**src/tcc_pkg.sv**
```systemverilog
`default_nettype none
package tcc_pkg;

  // register pointers
  localparam logic [7:0] PTR_RESET   = 8'h00;
  localparam logic [7:0] PTR_CFG_RD  = 8'h03;
  localparam logic [7:0] PTR_RATE_RD = 8'h04;
  localparam logic [7:0] PTR_CFG_WR  = 8'h09;
  localparam logic [7:0] PTR_RATE_WR = 8'h0a;
  localparam logic [7:0] PTR_ONESHOT = 8'h0f;
  localparam logic [7:0] PTR_CHEN    = 8'h16;
  localparam logic [7:0] PTR_CONSEC  = 8'h22;

  // configuration fields
  localparam int CFG_MASK_BIT   = 7;
  localparam int CFG_SD_BIT     = 6;
  localparam int CFG_PINSEL_BIT = 5;
  localparam int CFG_RANGE_BIT  = 2;
  localparam logic [7:0] CFG_RESET = 8'h00;

  // rate, channel enable and consecutive count
  localparam logic [7:0] RATE_RESET   = 8'h08;
  localparam logic [7:0] RATE_MAX     = 8'h09;
  localparam int         CHEN_LOC_BIT = 0;
  localparam int         CHEN_REM_BIT = 1;
  localparam logic [1:0] CHEN_RESET   = 2'h3;
  localparam logic [2:0] CONSEC_RESET = 3'h0;

  // limit index: local high, local low, remote high, remote low
  localparam int LIM_LH = 0;
  localparam int LIM_RH = 2;

  // timing
  localparam int unsigned CLK_HZ         = 10_000_000;
  localparam int unsigned PERIOD_MAX_S   = 16;
  localparam int unsigned PERIOD_MAX_CYC = PERIOD_MAX_S * CLK_HZ;
  localparam int          TMR_W          = 28;

  typedef enum logic [1:0] {
    ST_IDLE  = 2'b00,
    ST_START = 2'b01,
    ST_WAIT  = 2'b10
  } tcc_state_t;

endpackage
`default_nettype wire

```
**src/tcc_conv_ctrl.sv**
```systemverilog
//////////////////////////////////////////////////////////////////////////////////////////
//////////////////////////////////////////////////////////////////////////////////////////
`default_nettype none
module tcc_conv_ctrl
  import tcc_pkg::*;
#(
  parameter int unsigned PERIOD_CYC = PERIOD_MAX_CYC
) (
  // clock, reset, enable
  input  wire logic       clock,
  input  wire logic       reset_n,
  input  wire logic       ce,
  // byte port from the two-wire engine
  input  wire logic       ptr_wr,
  input  wire logic       data_wr,
  input  wire logic [7:0] wr_byte,
  input  wire logic       rd_strobe,
  output var  logic [7:0] rd_data_r,
  // converter front end
  output var  logic       conv_start_r,
  output var  logic       conv_chan_r,
  input  wire logic       conv_done,
  input  wire logic       res_high,
  input  wire logic       res_low,
  // status side
  input  wire logic       open_fault,
  input  wire logic       alert_ack,
  output var  logic [3:0] qual_r,
  output var  logic       alert_latch_r,
  output var  logic       busy_r,
  output var  logic       range_ext_r,
  // open-drain pin
  output var  logic       alert_pin_o_r,
  output var  logic       alert_pin_oe_r
);

  logic [7:0]       ptr_r;
  logic             mask_r;
  logic             sd_r;
  logic             pinsel_r;
  logic [7:0]       rate_r;
  logic [1:0]       chen_r;
  logic [2:0]       consec_r;
  logic             oneshot_r;
  tcc_state_t       state_r;
  logic [1:0]       pend_r;
  logic [TMR_W-1:0] tmr_r;
  logic [2:0]       cnt_r [4];
  logic [7:0]       cfg_view;
  logic [3:0]       rate_sel;
  logic [TMR_W-1:0] period_cyc;
  logic [2:0]       thresh;
  logic             seq_start;
  logic             wr_en;
  logic             done_en;
  logic             any_flag;

  localparam logic [TMR_W-1:0] PERIOD_W = TMR_W'(PERIOD_CYC);

  assign wr_en   = ce && data_wr;
  assign done_en = ce && (state_r == ST_WAIT) && conv_done;
  assign cfg_view = {mask_r, sd_r, pinsel_r, 2'b00, range_r_view(), 2'b00};

  function automatic logic range_r_view();
    return range_ext_r;
  endfunction

  //////////////////////////////////////////////////////////////////////////////////////////
  // pointer and register writes

  always_ff @(posedge clock or negedge reset_n) begin
    if (!reset_n) begin
      ptr_r <= PTR_RESET;
    end else if (ce && ptr_wr) begin
      ptr_r <= wr_byte;
    end
  end

  always_ff @(posedge clock or negedge reset_n) begin
    if (!reset_n) begin
      mask_r      <= CFG_RESET[CFG_MASK_BIT];
      sd_r        <= CFG_RESET[CFG_SD_BIT];
      pinsel_r    <= CFG_RESET[CFG_PINSEL_BIT];
      range_ext_r <= CFG_RESET[CFG_RANGE_BIT];
    end else if (wr_en && ptr_r == PTR_CFG_WR) begin
      // reserved bits are not stored
      mask_r      <= wr_byte[CFG_MASK_BIT];
      sd_r        <= wr_byte[CFG_SD_BIT];
      pinsel_r    <= wr_byte[CFG_PINSEL_BIT];
      range_ext_r <= wr_byte[CFG_RANGE_BIT];
    end
  end

  always_ff @(posedge clock or negedge reset_n) begin
    if (!reset_n) begin
      rate_r <= RATE_RESET;
    end else if (wr_en && ptr_r == PTR_RATE_WR) begin
      rate_r <= wr_byte;
    end
  end

  always_ff @(posedge clock or negedge reset_n) begin
    if (!reset_n) begin
      chen_r   <= CHEN_RESET;
      consec_r <= CONSEC_RESET;
    end else if (wr_en && ptr_r == PTR_CHEN) begin
      chen_r <= wr_byte[1:0];
    end else if (wr_en && ptr_r == PTR_CONSEC) begin
      consec_r <= wr_byte[3:1];
    end
  end

  // a new trigger in the cycle the pending one is taken still wins
  always_ff @(posedge clock or negedge reset_n) begin
    if (!reset_n) begin
      oneshot_r <= 1'b0;
    end else if (wr_en && ptr_r == PTR_ONESHOT && sd_r) begin
      oneshot_r <= 1'b1;
    end else if (ce && seq_start) begin
      oneshot_r <= 1'b0;
    end
  end

  //////////////////////////////////////////////////////////////////////////////////////////
  // register reads

  always_ff @(posedge clock or negedge reset_n) begin
    if (!reset_n) begin
      rd_data_r <= 8'h00;
    end else if (ce && rd_strobe) begin
      case (ptr_r)
        PTR_CFG_RD:  rd_data_r <= cfg_view;
        PTR_RATE_RD: rd_data_r <= rate_r;
        PTR_CHEN:    rd_data_r <= {6'h00, chen_r};
        PTR_CONSEC:  rd_data_r <= {4'h0, consec_r, 1'b1};
        default:     rd_data_r <= 8'h00;
      endcase
    end
  end

  //////////////////////////////////////////////////////////////////////////////////////////
  // conversion scheduler

  // codes above the fastest one run at the fastest rate
  assign rate_sel   = (rate_r > RATE_MAX) ? RATE_MAX[3:0] : rate_r[3:0];
  assign period_cyc = PERIOD_W >> rate_sel;
  assign seq_start  = (state_r == ST_IDLE) && ((!sd_r && tmr_r == '0) || oneshot_r);

  // period counts from sequence start, so the start-to-start spacing follows the rate
  always_ff @(posedge clock or negedge reset_n) begin
    if (!reset_n) begin
      tmr_r <= '0;
    end else if (ce) begin
      if (seq_start) begin
        tmr_r <= period_cyc - TMR_W'(1);
      end else if (tmr_r != '0) begin
        tmr_r <= tmr_r - TMR_W'(1);
      end
    end
  end

  always_ff @(posedge clock or negedge reset_n) begin
    if (!reset_n) begin
      state_r      <= ST_IDLE;
      pend_r       <= 2'b00;
      conv_start_r <= 1'b0;
      conv_chan_r  <= 1'b0;
    end else if (ce) begin
      conv_start_r <= 1'b0;
      case (state_r)
        ST_IDLE: begin
          if (seq_start) begin
            pend_r  <= chen_r;
            state_r <= ST_START;
          end
        end
        ST_START: begin
          if (pend_r == 2'b00) begin
            state_r <= ST_IDLE;
          end else begin
            conv_start_r <= 1'b1;
            conv_chan_r  <= !pend_r[CHEN_LOC_BIT];
            state_r      <= ST_WAIT;
          end
        end
        ST_WAIT: begin
          if (conv_done) begin
            pend_r[conv_chan_r] <= 1'b0;
            state_r             <= ST_START;
          end
        end
        default: begin
          state_r <= ST_IDLE;
        end
      endcase
    end
  end

  always_ff @(posedge clock or negedge reset_n) begin
    if (!reset_n) begin
      busy_r <= 1'b0;
    end else if (ce) begin
      busy_r <= seq_start || (state_r != ST_IDLE && !(state_r == ST_START && pend_r == 2'b00));
    end
  end

  //////////////////////////////////////////////////////////////////////////////////////////
  // consecutive out-of-limit qualification

  assign thresh = 3'(consec_r[0]) + 3'(consec_r[1]) + 3'(consec_r[2]) + 3'h1;

  for (genvar i = 0; i < 4; i++) begin : g_lim
    logic hit;
    logic [2:0] cnt_inc;
    assign hit     = (conv_chan_r == (i >= 2)) && ((i % 2 == 0) ? res_high : res_low);
    assign cnt_inc = (cnt_r[i] == 3'h4) ? 3'h4 : cnt_r[i] + 3'h1;
    always_ff @(posedge clock or negedge reset_n) begin
      if (!reset_n) begin
        cnt_r[i] <= 3'h0;
        qual_r[i] <= 1'b0;
      end else if (done_en && conv_chan_r == (i >= 2)) begin
        cnt_r[i]  <= hit ? cnt_inc : 3'h0;
        qual_r[i] <= hit && (cnt_inc >= thresh);
      end
    end
  end

  //////////////////////////////////////////////////////////////////////////////////////////
  // interrupt latch and pin

  assign any_flag = (|qual_r) || open_fault;

  // set beats acknowledge; flags keep running under the mask
  always_ff @(posedge clock or negedge reset_n) begin
    if (!reset_n) begin
      alert_latch_r <= 1'b0;
    end else if (ce) begin
      if (!pinsel_r && any_flag) begin
        alert_latch_r <= 1'b1;
      end else if (alert_ack) begin
        alert_latch_r <= 1'b0;
      end
    end
  end

  always_ff @(posedge clock or negedge reset_n) begin
    if (!reset_n) begin
      alert_pin_o_r  <= 1'b0;
      alert_pin_oe_r <= 1'b0;
    end else if (ce) begin
      alert_pin_o_r <= 1'b0;
      if (pinsel_r) begin
        alert_pin_oe_r <= qual_r[LIM_LH] || qual_r[LIM_RH];
      end else begin
        alert_pin_oe_r <= alert_latch_r && !mask_r;
      end
    end
  end

  //////////////////////////////////////////////////////////////////////////////////////////
  // checks

  AST_CFG_READ: assert property (@(posedge clock) disable iff (!reset_n)
    (ce && rd_strobe && ptr_r == PTR_CFG_RD) |=> rd_data_r == $past(cfg_view))
    else $error("config read view wrong");

  AST_MASKED_PIN: assert property (@(posedge clock) disable iff (!reset_n)
    (ce && !pinsel_r && mask_r) |=> !alert_pin_oe_r)
    else $error("masked interrupt pin driven");

  AST_OVERTEMP_PIN: assert property (@(posedge clock) disable iff (!reset_n)
    (ce && pinsel_r && (qual_r[LIM_LH] || qual_r[LIM_RH])) |=> alert_pin_oe_r)
    else $error("overtemp pin not driven");

  AST_SHUTDOWN_IDLE: assert property (@(posedge clock) disable iff (!reset_n)
    (ce && state_r == ST_IDLE && sd_r && !oneshot_r) |=> state_r == ST_IDLE)
    else $error("conversion started in shutdown");

  AST_FINISH_SEQ: assert property (@(posedge clock) disable iff (!reset_n)
    (ce && state_r != ST_IDLE && pend_r != 2'b00) |=> state_r != ST_IDLE)
    else $error("sequence aborted");

  AST_PERIOD_LOAD: assert property (@(posedge clock) disable iff (!reset_n)
    (ce && seq_start) |=> tmr_r == ($past(period_cyc) - TMR_W'(1)))
    else $error("period not loaded");

  AST_CHAN_SKIP: assert property (@(posedge clock) disable iff (!reset_n)
    (ce && state_r == ST_START && pend_r != 2'b00) |=>
      conv_start_r && (conv_chan_r ? !$past(pend_r[0]) : $past(pend_r[0])))
    else $error("disabled channel converted");

  AST_COUNT_RESTART: assert property (@(posedge clock) disable iff (!reset_n)
    (done_en && !conv_chan_r && !res_high) |=> cnt_r[LIM_LH] == 3'h0 && !qual_r[LIM_LH])
    else $error("count not restarted");

  AST_LATCH_SET: assert property (@(posedge clock) disable iff (!reset_n)
    (ce && !pinsel_r && any_flag) |=> alert_latch_r)
    else $error("latch not set");

  AST_ONESHOT_TAKE: assert property (@(posedge clock) disable iff (!reset_n)
    (wr_en && ptr_r == PTR_ONESHOT && sd_r && state_r == ST_IDLE) |=> ##[0:1] busy_r)
    else $error("one-shot not started");

  COV_ONESHOT: cover property (@(posedge clock) disable iff (!reset_n)
    sd_r && oneshot_r ##1 state_r == ST_START);
  COV_QUAL_FOUR: cover property (@(posedge clock) disable iff (!reset_n)
    thresh == 3'h4 && qual_r[LIM_LH]);
  COV_OVERTEMP_PIN: cover property (@(posedge clock) disable iff (!reset_n)
    pinsel_r && alert_pin_oe_r);

endmodule // tcc_conv_ctrl
`default_nettype wire

```
**config.mk**
```make
export PLATFORM = sky130hd
export DESIGN_NAME = tcc_conv_ctrl
export DESIGN_NICKNAME = d
export VERILOG_FILES = /design/src/tcc_pkg.sv /design/src/tcc_conv_ctrl.sv
export SDC_FILE = /design/constraint.sdc
export NUM_CORES = 1
export LEC_CHECK = 0
export BUFFER_PORTS_ARGS = -buffer_cell sky130_fd_sc_hd__buf_2
export CELL_PAD_IN_SITES_DETAIL_PLACEMENT = 2
export CELL_PAD_IN_SITES_GLOBAL_PLACEMENT = 2
export CORE_UTILIZATION = 34
export CTS_BUF_LIST = sky130_fd_sc_hd__clkbuf_16
export CTS_CLUSTER_SIZE = 30
export DETAILED_ROUTE_END_ITERATION = 10
export PLACE_DENSITY = 0.74
export SLEW_MARGIN = 20
export SYNTH_ARGS = -nofsm -noshare
export SYNTH_HDL_FRONTEND = slang
export SYNTH_SLANG_ARGS = --single-unit
```
**constraint.sdc**
```tcl
create_clock -name clock -period 4.85 [get_ports clock]
set_input_delay 0.97 -clock clock [delete_from_list [all_inputs] [get_ports clock]]
set_output_delay 0.97 -clock clock [all_outputs]
set_load 0.02 [all_outputs]
```
# --- Word level (Yosys, flattened, before mapping) ---
# Index checks and enable logic that the tools add are counted.
totals:
  reg_bits: 87
  inputBits: 19
  out_inout_bits: 19
  word_cells: 145
classes:
  n_addsub: 9
  magnitude_cmp: 7
  eq_ne: 15
  n_shift: 1
  mux: 28
  bitwise: 5
  n_reduce_logical: 54
ops:
  columns: ["op", "n"]
  rows:
  - ["$mux 28", 2]
  - ["$sub 28x1->28 const B", 2]
  - ["$pmux 8 s4", 1]
  - ["$logic_and 1x1->1", 29]
  - ["$logic_not 28->1", 1]
  - ["$reduce_bool 28->1", 1]
  - ["$shr 28x4->28 const A", 1]
  - ["$eq 8x4->1 const B", 3]
  - ["$mux 3", 8]
  - ["$add 3x1->3 const B", 5]
  - ["$eq 3x3->1 const B", 4]
  - ["$ge 3x3->1", 4]
  - ["$mux 2", 5]
  - ["$reduce_bool 2->1", 5]
  - ["$eq 8x2->1 const B", 1]
  - ["$eq 8x3->1 const B", 1]
  - ["$eq 8x5->1 const B", 1]
  - ["$eq 8x6->1 const B", 1]
  - ["$gt 8x4->1 const B", 1]
  - ["$mux 1", 8]
  - ["$pmux 2 s3", 1]
  - ["$reduce_and 2->1", 3]
  - ["$reduce_and 3->1", 2]
  - ["$logic_not 1->1", 5]
  - ["17 further kinds", 24]

# --- Logic depth before layout (Yosys ltp) ---
depth:
  depth_word: 8
  ltp_mapped: 22
  mapped_depth_nobuf: 18

# --- Worst setup path after synthesis ---
# OpenSTA, ideal clock, no wires.
synth_timing:
  kind: "reg-to-reg"
  startpoint: "register tmr_r[12]"
  endpoint: "register tmr_r[18]"
  arrival_ns: 4.771
  t_required_ns: 4.726
  setup_slack_ns: -0.045
  stages_incl_launch_ff: 19
  path_buffers: 3
  synth_period_minus_slack_ns: 4.895
  cell_sequence: "dfrtp_1 > or4_4 > nand2b_4 > o41ai_4 > nand2_1 > buf_2 > clkbuf_1 > clkbuf_1 > a21oi_1 > ha_1 > or4b_2 > or3_1 > nor4_1 > a21oi_1 > a211oi_2 > o31ai_2 > a21oi_1 > o21ai_0 > a211o_1"
synth_via:
  elab_chain_len: 6
synth_rtl:
  columns: ["element", "line_no", "text"]
  rows:
  - ["from (decl)", "tcc_conv_ctrl.sv:47", "logic [TMR_W-1:0] tmr_r;"]
  - ["from (signal assigned)", "tcc_conv_ctrl.sv:155", "tmr_r <= period_cyc - TMR_W'(1);"]
  - ["from (signal assigned)", "tcc_conv_ctrl.sv:157", "tmr_r <= tmr_r - TMR_W'(1);"]
  - ["branches (longest 6 deep; another with $sub 28x1->28)", null, null]
# Parallel ways; which one is timed is not known. The select of a mux whose other input is x is not followed.
# A chain may end at the register's enable or synchronous reset.

# --- Worst setup path after layout ---
layout_timing:
  startpoint: "register rate_r[7]"
  endpoint: "register tmr_r[19]"
layout_via:
  elab_chain_len: 5
layout_rtl:
  columns: ["element", "line_no", "text"]
  rows:
  - ["from (decl)", "tcc_conv_ctrl.sv:41", "logic [7:0] rate_r;"]
  - ["from (signal assigned)", "tcc_conv_ctrl.sv:98", "rate_r <= wr_byte;"]
  - ["$gt 8x4->1", "tcc_conv_ctrl.sv:145", "assign rate_sel = (rate_r > RATE_MAX) ? RATE_MAX[3:0] : rate_r[3:0];"]
  - ["$mux 4", "tcc_conv_ctrl.sv:145", null]
  - ["$shr 28x4->28", "tcc_conv_ctrl.sv:146", "assign period_cyc = PERIOD_W >> rate_sel;"]
  - ["$sub 28x1->28", "tcc_conv_ctrl.sv:155", null]
  - ["$mux 28", "tcc_conv_ctrl.sv:154", "if (seq_start) begin"]
# Every way passes these cells.

==> impl_metrics.tcl <==
set metrics [dict create \
    outcome "complete, no violations" \
    clk_pin_slew_ps 80 \
    finalHoldViolCount 0 \
    area_growth_pct 14.42 \
    ys.flop_type "dfrtp_1" \
    io_pins 38 \
    placementRows 50 \
    combPwrFrac_pct 38.0 \
    grt-ovfl-total 0 \
    avgSynthCellArea_sq_um 8.128 \
    wl_per_cell_um 23.02 \
    synth_area_leaders "dfrtp_1, nand2_1, ha_1, o21ai_0, mux2_2" \
    numCtsBuffers 9 \
    setup_slack_ps 245.7 \
    yosysTopAreaCellShare_pct 31.93 \
    coreArea_sq_mm 0.01883 \
    drt_first_pass_iters 4 \
    port_buffers 36 \
    first_global_vias 7259 \
    p_leak_nw 3.189 \
    pwr-share-clk_pct 26.6 \
    worst_pin_slew_ps 1135 \
    synth_edf_count 0 \
    diodes 0 \
    p_int_mw 1.582 \
    ys_warn_count 0 \
    final_nets 897 \
    cts.root.buffer_cell "clkbuf_16" \
    drt_wl_total_um 25580 \
    use_met3_pct 3.091 \
    syn_area_sq_mm 0.006584 \
    dr.first_iter.drc_count 341 \
    grt_antenna_before_repair 0 \
    sequentialPowerShare_pct 35.5 \
    max_freq_mhz 217.2 \
    yosysMostFrequentCell "nand2_1" \
    critical_path_class "reg -> reg" \
    start_util_pct 34.96 \
    dr_total_vias 6608 \
    netlist_instances 810 \
    hold_depth 2 \
    total_power_mw 2.773 \
    hold_buffers 0 \
    yosysTopAreaCell "dfrtp_1" \
    worstPathRequired_ps 5090 \
    die_y_um 141.2 \
    max_stage_delay_ps 700 \
    p_sw_share_pct 42.95 \
    p_per_area_mw_per_mm2 368.1 \
    grt_use_total_pct 26.75 \
    fin_crit_sh_pct 94.93 \
    critPathArrivalTime_ps 4840 \
    report.final.slew_viol_count 0 \
    finalSetupViolations 0 \
    vdd.ir_drop.worst_mv 0.1732 \
    async_flop_share_pct 100.0 \
    synthTopCellsByCount "nand2_1, dfrtp_1, o21ai_0" \
    p_sw_mw 1.191 \
    cts.sinks 87 \
    hold_path_class "reg -> reg" \
    ant_nets 0 \
    drive_above_1_share_pct 17.86 \
    dieArea_sq_mm 0.01992 \
    relSlewSlack_pct 23.30 \
    synth_nets 861 \
    hold_ws_ps 497.8 \
    worst_path_max_delay_cell "or4_4" \
    cap_viol_max_count 0 \
    preCtsSetupSlack_ps 106.7 \
    period_minus_slack_ps 4604 \
    clockBufferDepth 2 \
    cts_tree "yes" \
    grt_use_met1_pct 31.71 \
    r2r_cells 14 \
    end_kind "flip-flop" \
    die_w_um 141.2 \
    start_kind "flip-flop" \
    post-route-drc-count 0 \
    cts_htree_levels 3 \
    gp_congestion 0.8900 \
    clock_skew_ps 15.52 \
    grt_pass1_wl_um 40960 \
    grt_busiest_layer "met2" \
    use_met2_pct 47.73 \
    cp_cell_sequence "or4_4 > nor2_1 > nand2_1 > ha_2 > nand2b_1 > a2111oi_0 > o22ai_1 > o211ai_1 > o31ai_1 > buf_4 > o211ai_1 > a21boi_1 > a211oi_1 > nor3_1" \
    avgViaCountPerCell 5.948 \
    num-fill-cells 2174 \
    synth-seq-cells 87 \
    dp_hpwl_um 19060 \
    synth_seq_area_share_pct 33.12 \
    clk_latency_ps 360 \
    crit_top_cell "o211ai_1" \
    ys_types 78 \
    grt_max_degree 49 \
    crit_fanout 21 \
]
==> state kept, by name, summed over array words and instances, names as in the netlist, 2 cells and up <==
name,cells
chen_r,2
cnt_r,12
consec_r,3
pend_r,2
ptr_r,8
qual_r,4
rate_r,8
rd_data_r,8
state_r,2
tmr_r,28
==> critical path: cells and delay by family (launching register included) <==
kind,cells,cell delay [ps]
AO/OA/AOI/OAI,7,2080
adder cells (fa/ha/maj),1,440
buffers and inverters,1,190
flip-flops,1,430
AND/OR/NAND/NOR,5,1330
==> layout by cell type, fill, tap and decap left out, types with 4 or more instances in the layout <==
cell	n
a31oi_1	4
ha_1	30
xnor2_1	5
or3_1	7
o22ai_1	5
buf_2	35
o21ai_0	72
nor4_1	18
nor2_1	66
nand2b_1	9
clkbuf_16	9
or2_2	5
xor2_1	6
a221oi_1	6
nor3b_1	5
o31ai_1	14
nor3_1	25
a211oi_1	5
mux2_2	27
a22oi_1	8
nand3_1	22
dfrtp_1	84
o41ai_1	5
a21o_1	6
nor2b_1	11
o211ai_1	7
and3_1	7
a21oi_1	54
buf_4	39
mux2i_1	7
or4_1	5
nand2_1	114
inv_1	31
nand4_1	8
==> timing repair <==
item,CTS,global route
setup buffers,0,4
resized for setup,0,9
endpoints found under the hold margin,0,0
endpoints found under the setup margin,0,8
==> routing by layer <==
metal  vias up  part of all wire (%)
li1       3045                     -
met1      3393                    42
met2       125                    52
met3        45                   2.8
met4         0                   3.4
met5         -                     0
==> kinds of logic after synthesis <==
logic type / Yosys count / share of synthesized area, %
DFF: 87 / 33.12
buffers and inverters: 80 / 5.112
adders and majority gates: 32 / 6.081
xor gates and xnor gates: 11 / 1.463
AOI/OAI and AO/OA: 238 / 23.76
muxes: 35 / 5.910
other: 1 / 0.05696
and+or+nand+nor: 326 / 24.50
==> layout make-up <==
type	instances	area, sq um	area share [%]
Multi-Input combinational cell	643	4129	54.81
Sequential cell	87	2181	28.95
Timing Repair Buffer	74	467.9	6.212
Tap cell	260	325.3	4.318
Clock buffer	9	225.2	2.990
Inverter	31	116.4	1.545
Clock inverter	7	88.84	1.179
==> power groups by stage <==
| stage | Sequential (mW) | Clock [mW] | Combinational [mW] |
|---|---|---|---|
| 4_1_cts | 0.972 | 0.755 | 1.03 |
| 3_5_place_dp | 0.982 | 0 | 1.02 |
| 5_1_grt | 1.00 | 0.777 | 1.15 |
| 2_1_floorplan | 0.932 | 0 | 0.653 |
| 3_3_place_gp | 0.970 | 0 | 0.974 |
| 6_report | 0.984 | 0.736 | 1.05 |
==> final timing paths <==
path | slack, ps | to | startpoint
worst max register to register | 250 | tmr_r[19]$_DFFE_PN0P_ | rate_r[7]$_DFFE_PN0P_
min in group asynchronous | 640 | tmr_r[26]$_DFFE_PN0P_ | reset_n
max in group asynchronous | 3180 | pend_r[1]$_DFFE_PN0P_ | reset_n
worst min register to register | 500 | rd_data_r[2]$_DFFE_PN0P_ | rd_data_r[2]$_DFFE_PN0P_
worst max-delay path | 250 | tmr_r[19]$_DFFE_PN0P_ | rate_r[7]$_DFFE_PN0P_
worst min-delay path | 500 | rd_data_r[2]$_DFFE_PN0P_ | rd_data_r[2]$_DFFE_PN0P_
==> metrics by stage <==
step / std cells / instance area (sq um) / TNS, ps / utilization (%)
2_1_floorplan: 810 / 6599 / 0 / -
3_3_place_gp: 1091 / 7143 / 0 / 37.93
3_5_place_dp: 1091 / 7143 / 0 / 37.93
4_1_cts: 1107 / 7457 / 0 / 39.60
5_1_grt: 1111 / 7533 / -44.88 / 40.01
6_report: 1111 / 7533 / 0 / 40.01
Power figures use the tool's default switching activity.
